### config.mk
export PLATFORM = sky130hd
export DESIGN_NAME = atri_timer
export DESIGN_NICKNAME = d
export VERILOG_FILES = /design/src/atri_timer.v
export VERILOG_INCLUDE_DIRS = /design/src
export SDC_FILE = /design/constraint.sdc
export NUM_CORES = 1
export LEC_CHECK = 0
export CORE_ASPECT_RATIO = 1.5
export CORE_UTILIZATION = 58
export CTS_CLUSTER_SIZE = 30
export DETAILED_ROUTE_END_ITERATION = 8
export DONT_BUFFER_PORTS = 1
export PLACE_DENSITY = 0.81
export SETUP_SLACK_MARGIN = 0.05
export SYNTH_ARGS = -nofsm -noshare
export SYNTH_HDL_FRONTEND = slang
export SYNTH_SLANG_ARGS = --single-unit
### constraint.sdc
create_clock -name clk_sys_i -period 3.33 [get_ports clk_sys_i]
set_clock_uncertainty 0.05 [all_clocks]
set_input_delay 0.1665 -clock clk_sys_i [delete_from_list [all_inputs] [get_ports clk_sys_i]]
set_output_delay 0.1665 -clock clk_sys_i [all_outputs]
set_load 0.01 [all_outputs]
### src/atri_consts.vh
// Purpose: Constants for the asynchronous timer register block.
// Assumes: Eight-bit register port with a four-bit word address.
// Notes: Offsets are word indices on the plain register port.
`ifndef ATRI_CONSTS_VH
`define ATRI_CONSTS_VH
// Register offsets.
`define ATRI_OFF_CNT 4'h0
`define ATRI_OFF_CMPA 4'h1
`define ATRI_OFF_CMPB 4'h2
`define ATRI_OFF_CTLA 4'h3
`define ATRI_OFF_CTLB 4'h4
`define ATRI_OFF_ASTAT 4'h5
`define ATRI_OFF_MASK 4'h6
`define ATRI_OFF_FLAGS 4'h7
`define ATRI_OFF_GEN 4'h8
// Async status fields.
`define ATRI_BIT_EXTCLK 6
`define ATRI_BIT_ASYNC 5
`define ATRI_UB_CNT 4
`define ATRI_UB_CMPA 3
`define ATRI_UB_CMPB 2
`define ATRI_UB_CTLA 1
`define ATRI_UB_CTLB 0
// Interrupt mask and flag fields.
`define ATRI_IRQ_CMPB 2
`define ATRI_IRQ_CMPA 1
`define ATRI_IRQ_OVF 0
// General control fields.
`define ATRI_BIT_HOLD 7
`define ATRI_BIT_PSR 1
// Control register fields and read masks.
`define ATRI_CTLA_RDMASK 8'hf3
`define ATRI_CTLB_RDMASK 8'h0f
`define ATRI_BIT_FOCA 7
`define ATRI_BIT_FOCB 6
`define ATRI_BIT_WGM2 3
// Clock select codes.
`define ATRI_CS_DIV1 3'h1
`define ATRI_CS_DIV8 3'h2
`define ATRI_CS_DIV32 3'h3
`define ATRI_CS_DIV64 3'h5
// Prescaler terminal counts.
`define ATRI_PS_MAX8 3'h7
`define ATRI_PS_MAX32 5'h1f
`define ATRI_PS_MAX64 6'h3f
// Counter limits and modes.
`define ATRI_MAX 8'hff
`define ATRI_BOTTOM 8'h00
`define ATRI_MODE_PC 3'h1
`define ATRI_MODE_CTC 3'h2
`define ATRI_MODE_PCA 3'h5
`define ATRI_MODE_FPA 3'h7
// Reset values.
`define ATRI_RST_BYTE 8'h00
`endif

### src/atri_timer.v
// Purpose: Eight-bit timer with compare units, async clock option and busy flags.
// Assumes: All inputs synchronous to clk_sys_i; oscillator pin is sampled.
// Notes: Async mode ticks on rising edges of the sampled oscillator pin.
`timescale 1ns/1ps
`default_nettype none
`include "atri_consts.vh"

// Behaviour
// - Counter readable directly; writable directly when synchronous, through a temporary in async mode.
// - Counter write blocks next compare match.
// - Two compare values checked against count continuously.
// - External buffer enable; crystal runs when clear in async mode.
// - Select bit picks io clock or oscillator.
// - Switching clock source may corrupt registers.
// - Async writes to counter, compare and control registers set busy until transferred.
// - Counter and status, mask, flag and general registers read live; compare and control registers read temporaries.
// - Mask bits gate flags with global enable.
// - Compare match sets its compare flag.
// - Overflow flag; phase-correct PWM sets it at bottom.
// - Flags cleared by vector or writing one.
// - Prescaler reset bit self-clears when synchronous.
// - Async prescaler reset holds until done.
// - Hold bit keeps prescaler reset set.
module atri_timer (
  input wire clk_sys_i,
  input wire nrst_i,
  input wire [3:0] addr_i,
  input wire [7:0] wdata_i,
  input wire wr_i,
  input wire rd_i,
  output reg [7:0] rdata_o,
  input wire osc_input_pin_i,
  input wire global_irq_enable_i,
  input wire [2:0] vector_ack_i,
  output reg compare_a_output_o,
  output reg compare_b_output_o,
  output wire xtal_osc_run_o,
  output wire ext_clk_buf_en_o,
  output wire irq_o
);

  reg [7:0] counter_value;
  reg [7:0] cmp_a;
  reg [7:0] cmp_b;
  reg [7:0] ctl_a;
  reg [7:0] ctl_b;
  reg [7:0] tmp_cnt;
  reg [7:0] tmp_a;
  reg [7:0] tmp_b;
  reg [7:0] tmp_ca;
  reg [7:0] tmp_cb;
  reg ext_en;
  reg as_sel;
  reg [4:0] busy;
  reg [2:0] irq_mask;
  reg [2:0] flags;
  reg hold;
  reg psr;
  reg [5:0] presc;
  reg down;
  reg blk;
  reg osc_s1;
  reg osc_s2;
  reg osc_s3;

  ////////////////////////////////////////////////////////////////////
  // Register port decode.
  wire wr_cnt = wr_i && (addr_i == `ATRI_OFF_CNT);
  wire wr_a = wr_i && (addr_i == `ATRI_OFF_CMPA);
  wire wr_b = wr_i && (addr_i == `ATRI_OFF_CMPB);
  wire wr_ca = wr_i && (addr_i == `ATRI_OFF_CTLA);
  wire wr_cb = wr_i && (addr_i == `ATRI_OFF_CTLB);
  wire wr_st = wr_i && (addr_i == `ATRI_OFF_ASTAT);
  wire wr_mk = wr_i && (addr_i == `ATRI_OFF_MASK);
  wire wr_fl = wr_i && (addr_i == `ATRI_OFF_FLAGS);
  wire wr_gn = wr_i && (addr_i == `ATRI_OFF_GEN);

  ////////////////////////////////////////////////////////////////////
  // Oscillator pin sampling; only the second and third stages are looked at.
  always @(posedge clk_sys_i or negedge nrst_i) begin
    if (!nrst_i) begin
      osc_s1 <= 1'b0;
      osc_s2 <= 1'b0;
      osc_s3 <= 1'b0;
    end else begin
      osc_s1 <= osc_input_pin_i;
      osc_s2 <= osc_s1;
      osc_s3 <= osc_s2;
    end
  end

  // Source tick: every cycle for io clock, oscillator edge when async.
  wire osc_edge = osc_s2 & ~osc_s3;
  wire src_tick = as_sel ? osc_edge : 1'b1;

  // Crystal only runs with the external buffer off.
  assign ext_clk_buf_en_o = as_sel & ext_en;
  assign xtal_osc_run_o = as_sel & ~ext_en;

  ////////////////////////////////////////////////////////////////////
  // Prescaler and clock select. A held reset keeps the divider at zero.
  always @(posedge clk_sys_i or negedge nrst_i) begin
    if (!nrst_i) begin
      presc <= 6'h00;
    end else if (psr) begin
      presc <= 6'h00;
    end else if (src_tick) begin
      presc <= presc + 6'h01;
    end
  end

  reg tick;
  always @* begin
    tick = 1'b0;
    case (ctl_b[2:0])
      `ATRI_CS_DIV1: begin
        tick = src_tick;
      end
      `ATRI_CS_DIV8: begin
        tick = src_tick && !psr && (presc[2:0] == `ATRI_PS_MAX8);
      end
      `ATRI_CS_DIV32: begin
        tick = src_tick && !psr && (presc[4:0] == `ATRI_PS_MAX32);
      end
      `ATRI_CS_DIV64: begin
        tick = src_tick && !psr && (presc == `ATRI_PS_MAX64);
      end
      default: begin
        tick = 1'b0;
      end
    endcase
  end

  ////////////////////////////////////////////////////////////////////
  // Mode decode from the two control registers.
  wire [2:0] mode = {ctl_b[`ATRI_BIT_WGM2], ctl_a[1:0]};
  wire phase = (mode == `ATRI_MODE_PC) || (mode == `ATRI_MODE_PCA);
  wire fast = (ctl_a[1:0] == 2'h3);
  wire pwm = phase | fast;
  wire top_a = (mode == `ATRI_MODE_CTC) || (mode == `ATRI_MODE_PCA) || (mode == `ATRI_MODE_FPA);
  wire [7:0] top = top_a ? cmp_a : `ATRI_MAX;
  wire at_top = (counter_value == top);

  // Compare matches, blocked on the tick right after a counter load.
  wire match_a = tick && !blk && (counter_value == cmp_a);
  wire match_b = tick && !blk && (counter_value == cmp_b);

  // Overflow: wrap at MAX, at TOP in mode 7, at bottom turn in phase modes.
  reg ovf;
  always @* begin
    ovf = 1'b0;
    if (phase) begin
      ovf = tick && down && (counter_value == `ATRI_BOTTOM);
    end else if (mode == `ATRI_MODE_FPA) begin
      ovf = tick && at_top;
    end else begin
      ovf = tick && (counter_value == `ATRI_MAX);
    end
  end

  // Async transfers happen on the next source tick after the write.
  wire xfer = as_sel & src_tick;
  wire load_cnt_async = xfer & busy[`ATRI_UB_CNT];
  wire load_cnt = (wr_cnt & ~as_sel) | load_cnt_async;
  wire [7:0] load_val = as_sel ? tmp_cnt : wdata_i;

  ////////////////////////////////////////////////////////////////////
  // Counter and direction. A load wins over counting.
  always @(posedge clk_sys_i or negedge nrst_i) begin
    if (!nrst_i) begin
      counter_value <= `ATRI_RST_BYTE;
      down <= 1'b0;
      blk <= 1'b0;
    end else begin
      if (load_cnt) begin
        counter_value <= load_val;
        blk <= 1'b1;
      end else if (tick) begin
        blk <= 1'b0;
        if (phase) begin
          if (!down && at_top) begin
            down <= 1'b1;
            counter_value <= counter_value - 8'h01;
          end else if (down && counter_value == `ATRI_BOTTOM) begin
            down <= 1'b0;
            counter_value <= counter_value + 8'h01;
          end else if (down) begin
            counter_value <= counter_value - 8'h01;
          end else begin
            counter_value <= counter_value + 8'h01;
          end
        end else begin
          down <= 1'b0;
          if (at_top) begin
            counter_value <= `ATRI_BOTTOM;
          end else begin
            counter_value <= counter_value + 8'h01;
          end
        end
      end
    end
  end

  ////////////////////////////////////////////////////////////////////
  // Temporary and live copies. Synchronous writes update both at once.
  always @(posedge clk_sys_i or negedge nrst_i) begin
    if (!nrst_i) begin
      tmp_cnt <= `ATRI_RST_BYTE;
      tmp_a <= `ATRI_RST_BYTE;
      tmp_b <= `ATRI_RST_BYTE;
      tmp_ca <= `ATRI_RST_BYTE;
      tmp_cb <= `ATRI_RST_BYTE;
      cmp_a <= `ATRI_RST_BYTE;
      cmp_b <= `ATRI_RST_BYTE;
      ctl_a <= `ATRI_RST_BYTE;
      ctl_b <= `ATRI_RST_BYTE;
    end else begin
      if (wr_cnt) begin
        tmp_cnt <= wdata_i;
      end
      if (wr_a) begin
        tmp_a <= wdata_i;
      end
      if (wr_b) begin
        tmp_b <= wdata_i;
      end
      if (wr_ca) begin
        tmp_ca <= wdata_i & `ATRI_CTLA_RDMASK;
      end
      if (wr_cb) begin
        tmp_cb <= wdata_i & `ATRI_CTLB_RDMASK;
      end
      // Live copies: direct when synchronous, from temporaries when async.
      if (wr_a && !as_sel) begin
        cmp_a <= wdata_i;
      end else if (xfer && busy[`ATRI_UB_CMPA]) begin
        cmp_a <= tmp_a;
      end
      if (wr_b && !as_sel) begin
        cmp_b <= wdata_i;
      end else if (xfer && busy[`ATRI_UB_CMPB]) begin
        cmp_b <= tmp_b;
      end
      if (wr_ca && !as_sel) begin
        ctl_a <= wdata_i & `ATRI_CTLA_RDMASK;
      end else if (xfer && busy[`ATRI_UB_CTLA]) begin
        ctl_a <= tmp_ca;
      end
      if (wr_cb && !as_sel) begin
        ctl_b <= wdata_i & `ATRI_CTLB_RDMASK;
      end else if (xfer && busy[`ATRI_UB_CTLB]) begin
        ctl_b <= tmp_cb;
      end
    end
  end

  ////////////////////////////////////////////////////////////////////
  // Busy flags clear on any source tick, so a switch to the io clock cannot strand them.
  wire [4:0] busy_set = {wr_cnt, wr_a, wr_b, wr_ca, wr_cb} & {5{as_sel}};
  wire [4:0] busy_clr = src_tick ? busy : 5'h00;

  // Async status and general control. Changing the select bit does not
  // protect the timer registers; software reloads them afterwards.
  always @(posedge clk_sys_i or negedge nrst_i) begin
    if (!nrst_i) begin
      busy <= 5'h00;
      ext_en <= 1'b0;
      as_sel <= 1'b0;
      irq_mask <= 3'h0;
      hold <= 1'b0;
      psr <= 1'b0;
    end else begin
      busy <= (busy & ~busy_clr) | busy_set;
      if (wr_st) begin
        ext_en <= wdata_i[`ATRI_BIT_EXTCLK];
        as_sel <= wdata_i[`ATRI_BIT_ASYNC];
      end
      if (wr_mk) begin
        irq_mask <= wdata_i[2:0];
      end
      if (wr_gn) begin
        hold <= wdata_i[`ATRI_BIT_HOLD];
      end
      // Reset request: set by a written one; cleared once taken, never
      // while hold is set. Async mode waits for an oscillator edge.
      if (wr_gn && wdata_i[`ATRI_BIT_PSR]) begin
        psr <= 1'b1;
      end else if (psr && !hold && src_tick) begin
        psr <= 1'b0;
      end
    end
  end

  ////////////////////////////////////////////////////////////////////
  // Interrupt flags: set wins over a clear in the same cycle.
  wire [2:0] flag_set = {match_b, match_a, ovf};
  wire [2:0] flag_clr = (wr_fl ? wdata_i[2:0] : 3'h0) | vector_ack_i;

  always @(posedge clk_sys_i or negedge nrst_i) begin
    if (!nrst_i) begin
      flags <= 3'h0;
    end else begin
      flags <= (flags & ~flag_clr) | flag_set;
    end
  end

  // Level interrupt needs enable, global bit and flag together.
  assign irq_o = global_irq_enable_i & (|(flags & irq_mask));

  ////////////////////////////////////////////////////////////////////
  // Waveform outputs. Force strobes act only in non-PWM modes and raise
  // no flag, so they feed the pin logic alone.
  wire foc_a = wr_cb && wdata_i[`ATRI_BIT_FOCA] && !pwm;
  wire foc_b = wr_cb && wdata_i[`ATRI_BIT_FOCB] && !pwm;
  wire bottom_evt = tick && at_top && fast;

  function wave_next;
    input cur;
    input [1:0] com;
    input hit;
    input bot;
    begin
      wave_next = cur;
      if (com == 2'h0) begin
        wave_next = 1'b0;
      end else if (phase) begin
        if (hit && com[1]) begin
          wave_next = com[0] ^ down;
        end
      end else if (fast) begin
        if (hit && com[1]) begin
          wave_next = com[0];
        end else if (bot && com[1]) begin
          wave_next = ~com[0];
        end
      end else if (hit) begin
        wave_next = (com == 2'h1) ? ~cur : com[0];
      end
    end
  endfunction

  always @(posedge clk_sys_i or negedge nrst_i) begin
    if (!nrst_i) begin
      compare_a_output_o <= 1'b0;
      compare_b_output_o <= 1'b0;
    end else begin
      compare_a_output_o <= wave_next(compare_a_output_o, ctl_a[7:6], match_a | foc_a, bottom_evt);
      compare_b_output_o <= wave_next(compare_b_output_o, ctl_a[5:4], match_b | foc_b, bottom_evt);
    end
  end

  ////////////////////////////////////////////////////////////////////
  // Read data one cycle after the strobe; unmapped reads return zero.
  always @(posedge clk_sys_i or negedge nrst_i) begin
    if (!nrst_i) begin
      rdata_o <= 8'h00;
    end else if (rd_i) begin
      case (addr_i)
        `ATRI_OFF_CNT: begin
          rdata_o <= counter_value;
        end
        `ATRI_OFF_CMPA: begin
          rdata_o <= tmp_a;
        end
        `ATRI_OFF_CMPB: begin
          rdata_o <= tmp_b;
        end
        `ATRI_OFF_CTLA: begin
          rdata_o <= tmp_ca;
        end
        `ATRI_OFF_CTLB: begin
          rdata_o <= tmp_cb;
        end
        `ATRI_OFF_ASTAT: begin
          rdata_o <= {1'b0, ext_en, as_sel, busy};
        end
        `ATRI_OFF_MASK: begin
          rdata_o <= {5'h00, irq_mask};
        end
        `ATRI_OFF_FLAGS: begin
          rdata_o <= {5'h00, flags};
        end
        `ATRI_OFF_GEN: begin
          rdata_o <= {hold, 5'h00, psr, 1'b0};
        end
        default: begin
          rdata_o <= 8'h00;
        end
      endcase
    end else begin
      rdata_o <= 8'h00;
    end
  end

endmodule // atri_timer
`default_nettype wire

* Word-level counts from Yosys, hierarchy flattened
Index checks and enable logic that the tools add are counted.
W data, S select, Z words.
** Word-level totals
- Bits in registers :: 106
- Bits of input ports :: 21
- Output and inout bits :: 13
- Logic and storage cells :: 208
** Operators by class
- Add/subtract/negate cells :: 3
- Eq/ne operators :: 31
- Mux-type cells :: 50
- Bitwise logic cells :: 30
- Reductions and logical operators :: 68
** Operators by type and width (count)
- $mux W8 :: 16
- $pmux W8 S9 :: 1
- $logic_and A1 B1 Y1 :: 42
- $mux W1 :: 26
- $eq A8 B8 Y1 :: 3
- $eq A4 B3 Y1 const B :: 4
- $reduce_bool A2 Y1 :: 7
- $eq A3 B3 Y1 const B :: 4
- $mux W6 :: 2
- $and A5 B5 Y5 :: 2
- $eq A3 B2 Y1 const B :: 3
- $ne A3 B1 Y1 const B :: 3
- $reduce_and A3 Y1 :: 3
- $add A8 B1 Y8 const B :: 1
- $eq A4 B2 Y1 const B :: 2
- $eq A8 B8 Y1 const B :: 1
- $logic_not A8 Y1 :: 1
- $mux W4 :: 2
- $ne A4 B1 Y1 const B :: 2
- $not A1 Y1 :: 8
- $reduce_bool A4 Y1 :: 2
- $sub A8 B1 Y8 const B :: 1
- $and A1 B1 Y1 :: 7
- $add A6 B1 Y6 const B :: 1
- other kinds (22) :: 38

* Logic depth before layout (Yosys ltp)
- Depth in word-level cells :: 14
- Depth in mapped cells :: 12

* Worst setup path after synthesis
No wires, ideal clock.
- Path kind :: register to register
- From :: register presc[0]
- To :: register compare_b_output_o
- Arrival :: 2.329 ns
- Required time :: 3.215 ns
- Path slack :: 0.886 ns
- Stages on the path, launching flop included :: 13
- Period minus slack after synthesis :: 2.444 ns
- Cell sequence :: dfrtp_1 -> ha_1 -> nand3_1 -> inv_1 -> ha_1 -> nand2_1 -> a211oi_1 -> o31ai_1 -> nor2_1 -> nand2_1 -> mux2i_1 -> a2111oi_0 -> mux2_2
** On the way
- Longest elaborated chain between the ends :: 11
** Ends and longest elaborated chain
- start, declared :: RTL line atri_timer.v:59 : reg [5:0] presc;
- start signal, assigned :: RTL line atri_timer.v:108 : presc <= presc + 6'h01;
- $eq A6 B6 Y1 (no source line), or another cell as far along
- $logic_and A1 B1 Y1 (on tied branches) :: RTL line atri_timer.v:126, atri_timer.v:120, atri_timer.v:123
- $pmux W1 S4 (*) :: RTL line atri_timer.v:115 : case (ctl_b[2:0])
- $logic_and A1 B1 Y1 (2 in a row) :: RTL line atri_timer.v:146 : wire match_b = tick && !blk && (counter_value == cmp_b);
- $or A1 B1 Y1 :: RTL line atri_timer.v:348 : compare_b_output_o <= wave_next(compare_b_output_o, ctl_a[5:4], match_b | foc_b, bottom_evt);
- $logic_and A1 B1 Y1 :: RTL line atri_timer.v:327, atri_timer.v:331
- $mux W1 :: RTL line atri_timer.v:331 : if (hit && com[1]) begin
- $mux W1 :: RTL line atri_timer.v:330 : end else if (fast) begin
- $mux W1 :: RTL line atri_timer.v:326 : end else if (phase) begin
- $mux W1 :: RTL line atri_timer.v:324 : if (com == 2'h0) begin
- end signal, assigned :: RTL line atri_timer.v:348
- end, declared :: RTL line atri_timer.v:36 : output reg compare_b_output_o,
Every way passes the cells marked *; elsewhere a longest branch is shown, timed or not.
A chain may end at the register's enable or synchronous reset.

* Worst setup path in the final report
- From :: register presc[0]
- To :: register compare_a_output_o
** On the way
- Longest elaborated chain between the ends :: 11
** Ends and longest elaborated chain
- $eq A6 B6 Y1 (no source line), or another cell as far along
- $logic_and A1 B1 Y1 (on tied branches) :: RTL line atri_timer.v:126, atri_timer.v:120, atri_timer.v:123
- $pmux W1 S4 (*) :: RTL line atri_timer.v:115
- $logic_and A1 B1 Y1 (2 in a row) :: RTL line atri_timer.v:145 : wire match_a = tick && !blk && (counter_value == cmp_a);
- $or A1 B1 Y1 :: RTL line atri_timer.v:347 : compare_a_output_o <= wave_next(compare_a_output_o, ctl_a[7:6], match_a | foc_a, bottom_evt);
- $logic_and A1 B1 Y1 :: RTL line atri_timer.v:327, atri_timer.v:331
- $mux W1 :: RTL line atri_timer.v:331
- $mux W1 :: RTL line atri_timer.v:330
- $mux W1 :: RTL line atri_timer.v:326
- $mux W1 :: RTL line atri_timer.v:324
- end signal, assigned :: RTL line atri_timer.v:347
- end, declared :: RTL line atri_timer.v:35 : output reg compare_a_output_o,
Marked as above.

==> reports/metrics.yaml <==
synth_nets: 598
nNetsFinal: 600
gp_routability_congestion: 0.950
leakagePower_nw: 2.72
drv_cap: 0
drt_wl_total_mm: 16.7
netlist_instances: 572
crit_type: "flip-flop to flip-flop"
endpoint_kind: "flip-flop"
cts_tree: "yes"
outcome: "finished clean"
die_h_um: 124
worstPathRequired_ns: 3.51
ff2ff_setup_slack_ns: 0.38
report.power.total_mw: 4.22
antenna_found_initial: 2
synth_edf_count: 0
syn-mean-instance-area_sq_um: 9.99
hold_slack_ns: 0.00904
clock_path_buffers: 2
post_cts_buffers: 0
coreArea_sq_mm: 0.00963
drt-initial-drc-count: 438
port_buffers: 0
setup_viol: 0
cts-buffers-inserted: 9
grt_max_degree: 105
synth_flop_cell: "dfrtp_1"
ys_seq_area_share_pct: 45.5
via_count: 4733
worstMarginPinSlew_ns: 0.859
ios: 34
syn_area_sq_mm: 0.00572
clkLatencyLatePin_ns: 0.35
endpoint: "compare_a_output_o"
synthArstFlopShare_pct: 100
final_common_cell: "dfrtp_1"
initial_core_util_pct: 59.3
ir_drop_v: 0.000486
yosysWarnings: 0
critPathLaunch: "presc[0]"
r2r-start: "presc[0]"
grt_setup_unrepaired: "false"
drv_slew: 0
start_kind: "flip-flop"
area_delta_synth_final_pct: 9.43
wire_per_inst_um: 23.9
clock_sinks: 104
pre_cts_slack_ns: 0.432
period_needed_ns: 2.95
drc: 0
crit_path_max_fanout: 16
fin_ws_ns: 0.378
worst_ep_arrival_time_ns: 3.13
place.detailed.hpwl_mm: 11.2
power_density_mw_per_mm2: 674
htreeDepth: 3
cts_root_buffer: "clkbuf_16"
fmax_mhz: 339
slew_headroom_pct: 42.5
grt_pass1_wl_mm: 26.0
hold_class: "input port to flip-flop"
chipWidth_um: 83.1
fin_setup_tns_ns: 0
vias_per_cell: 6.80
first_pass_iters: 8
r2r_cells: 13
rows: 44
finalCritPeriodShare_pct: 88.7
grt_use_total_pct: 33.8
antenna_left: 0
ys_ff_latch: 104
drive_gt1_share_pct: 13.3
grt_pass1_vias: 4842
hold_violations: 0
grt-ovfl-total: 0
cts.clk_slew.worst_paths_ns: 0.07
layout_common_cells: "dfrtp_1, nand2_1, mux2i_1"
dieArea_sq_mm: 0.0103
ys_types: 63
timing.rr.end: "compare_a_output_o"
-- per-stage QoR --
| step | cells | utilization [%] | area, sq um |
|---|---|---|---|
| 2_1_floorplan | 572 | - | 5720 |
| 3_3_place_gp | 661 | 60.0 | 5780 |
| 3_5_place_dp | 661 | 60.0 | 5780 |
| 4_1_cts | 694 | 64.9 | 6250 |
| 5_1_grt | 696 | 64.9 | 6260 |
| 6_report | 696 | 64.9 | 6260 |
-- timing repair --
action,4_1_cts,5_1_grt
endpoints found under the hold margin,176,0
resized for setup,0,0
endpoints found under the setup margin,0,0
hold buffers,17,0
-- layout make-up --
type / instances / area (sq um)
fill: 724 / 3380
multi-input combinational: 419 / 2910
sequential: 104 / 2600
timing repair buffer: 27 / 263
clock buffer: 13 / 240
tap: 115 / 144
inverter: 13 / 48.8
clock inverter: 3 / 42.5
antenna: 2 / 5.00
-- kinds of logic after synthesis --
group	synth area share (%)
and+or+nand+nor	15.6
AOI/OAI and AO/OA	14.5
DFF	45.5
muxes	17.5
buffers and inverters	3.57
xor gates and xnor gates	2.14
adders and majority gates	1.09
-- state kept, by name (all words and copies together), names as in the netlist, 3 cells and up --
name / flops
busy: 5
cmp_a: 8
cmp_b: 8
counter_value: 8
ctl_a: 6
ctl_b: 4
flags: 3
irq_mask: 3
presc: 6
rdata_o: 8
tmp_a: 8
tmp_b: 8
tmp_ca: 6
tmp_cb: 4
tmp_cnt: 8
-- worst max-delay path: stages, from the launching register on --
cell and delay, ns:
dfrtp_1 0.39, ha_1 0.20, nand3_1 0.10, inv_1 0.07
ha_1 0.14, nand2_1 0.05, a211oi_1 0.27, o31ai_1 0.14
buf_4 0.23, or4_1 0.68, o31ai_1 0.20, a21oi_1 0.17
nand2_1 0.09, o21ai_1 0.06
-- power breakdown --
| group | total, mW | internal, mW | switching, mW |
|---|---|---|---|
| clock network | 1.04 | 0.583 | 0.457 |
| registers | 1.97 | 1.57 | 0.396 |
| logic | 1.21 | 0.564 | 0.645 |
-- routing by layer --
metal  GRT usage, %  share of wire [%]  wire, um  vias to the layer above
li1               -                  -         -                     2068
met1           38.3                 36      5960                     2304
met2           56.5                 49      8090                      261
met3           6.63                7.0      1170                      100
met4           26.9                8.6      1440                        0
met5              0                  0         0                        -
-- cell usage after synthesis (3+ instances only) --
master / number / area, sq um
inv_1: 13 / 48.8
nor3b_1: 3 / 22.5
or3_1: 4 / 25.0
nand4_1: 6 / 37.5
buf_1: 3 / 11.3
buf_2: 6 / 30.0
o31a_1: 3 / 26.3
nor3_1: 8 / 40.0
o221ai_1: 4 / 35.0
nand2b_1: 8 / 50.1
or4_1: 3 / 22.5
o21ai_0: 36 / 180
a222oi_1: 3 / 30.0
mux2i_1: 45 / 450
mux4_2: 3 / 67.6
a22oi_1: 6 / 45.0
nand3_1: 25 / 125
a21boi_0: 5 / 37.5
a21oi_1: 23 / 115
ha_1: 5 / 62.6
dfrtp_1: 104 / 2600
nand3b_1: 3 / 22.5
xnor2_1: 12 / 105
o21ai_1: 3 / 15.0
a211oi_1: 11 / 82.6
nor2_1: 35 / 131
a31oi_1: 3 / 18.8
clkbuf_1: 24 / 90.1
nor2b_1: 11 / 68.8
nor4_1: 3 / 18.8
mux2_2: 43 / 484
nand2_1: 69 / 259
-- how the worst min path moves through the flow --
stage                    start                to  slack [ns]  cells past startpoint
global placement        nrst_i          tmp_b[7]       -0.18                      0
detailed placement      nrst_i          tmp_b[7]       -0.18                      0
floorplan               nrst_i            as_sel       -0.18                      0
finish              wdata_i[7]  counter_value[7]       0.009                      2
global route         addr_i[2]        rdata_o[1]        0.01                      2
CTS                 wdata_i[7]  counter_value[7]       0.004                      2
(Power assumes the default switching activity.)
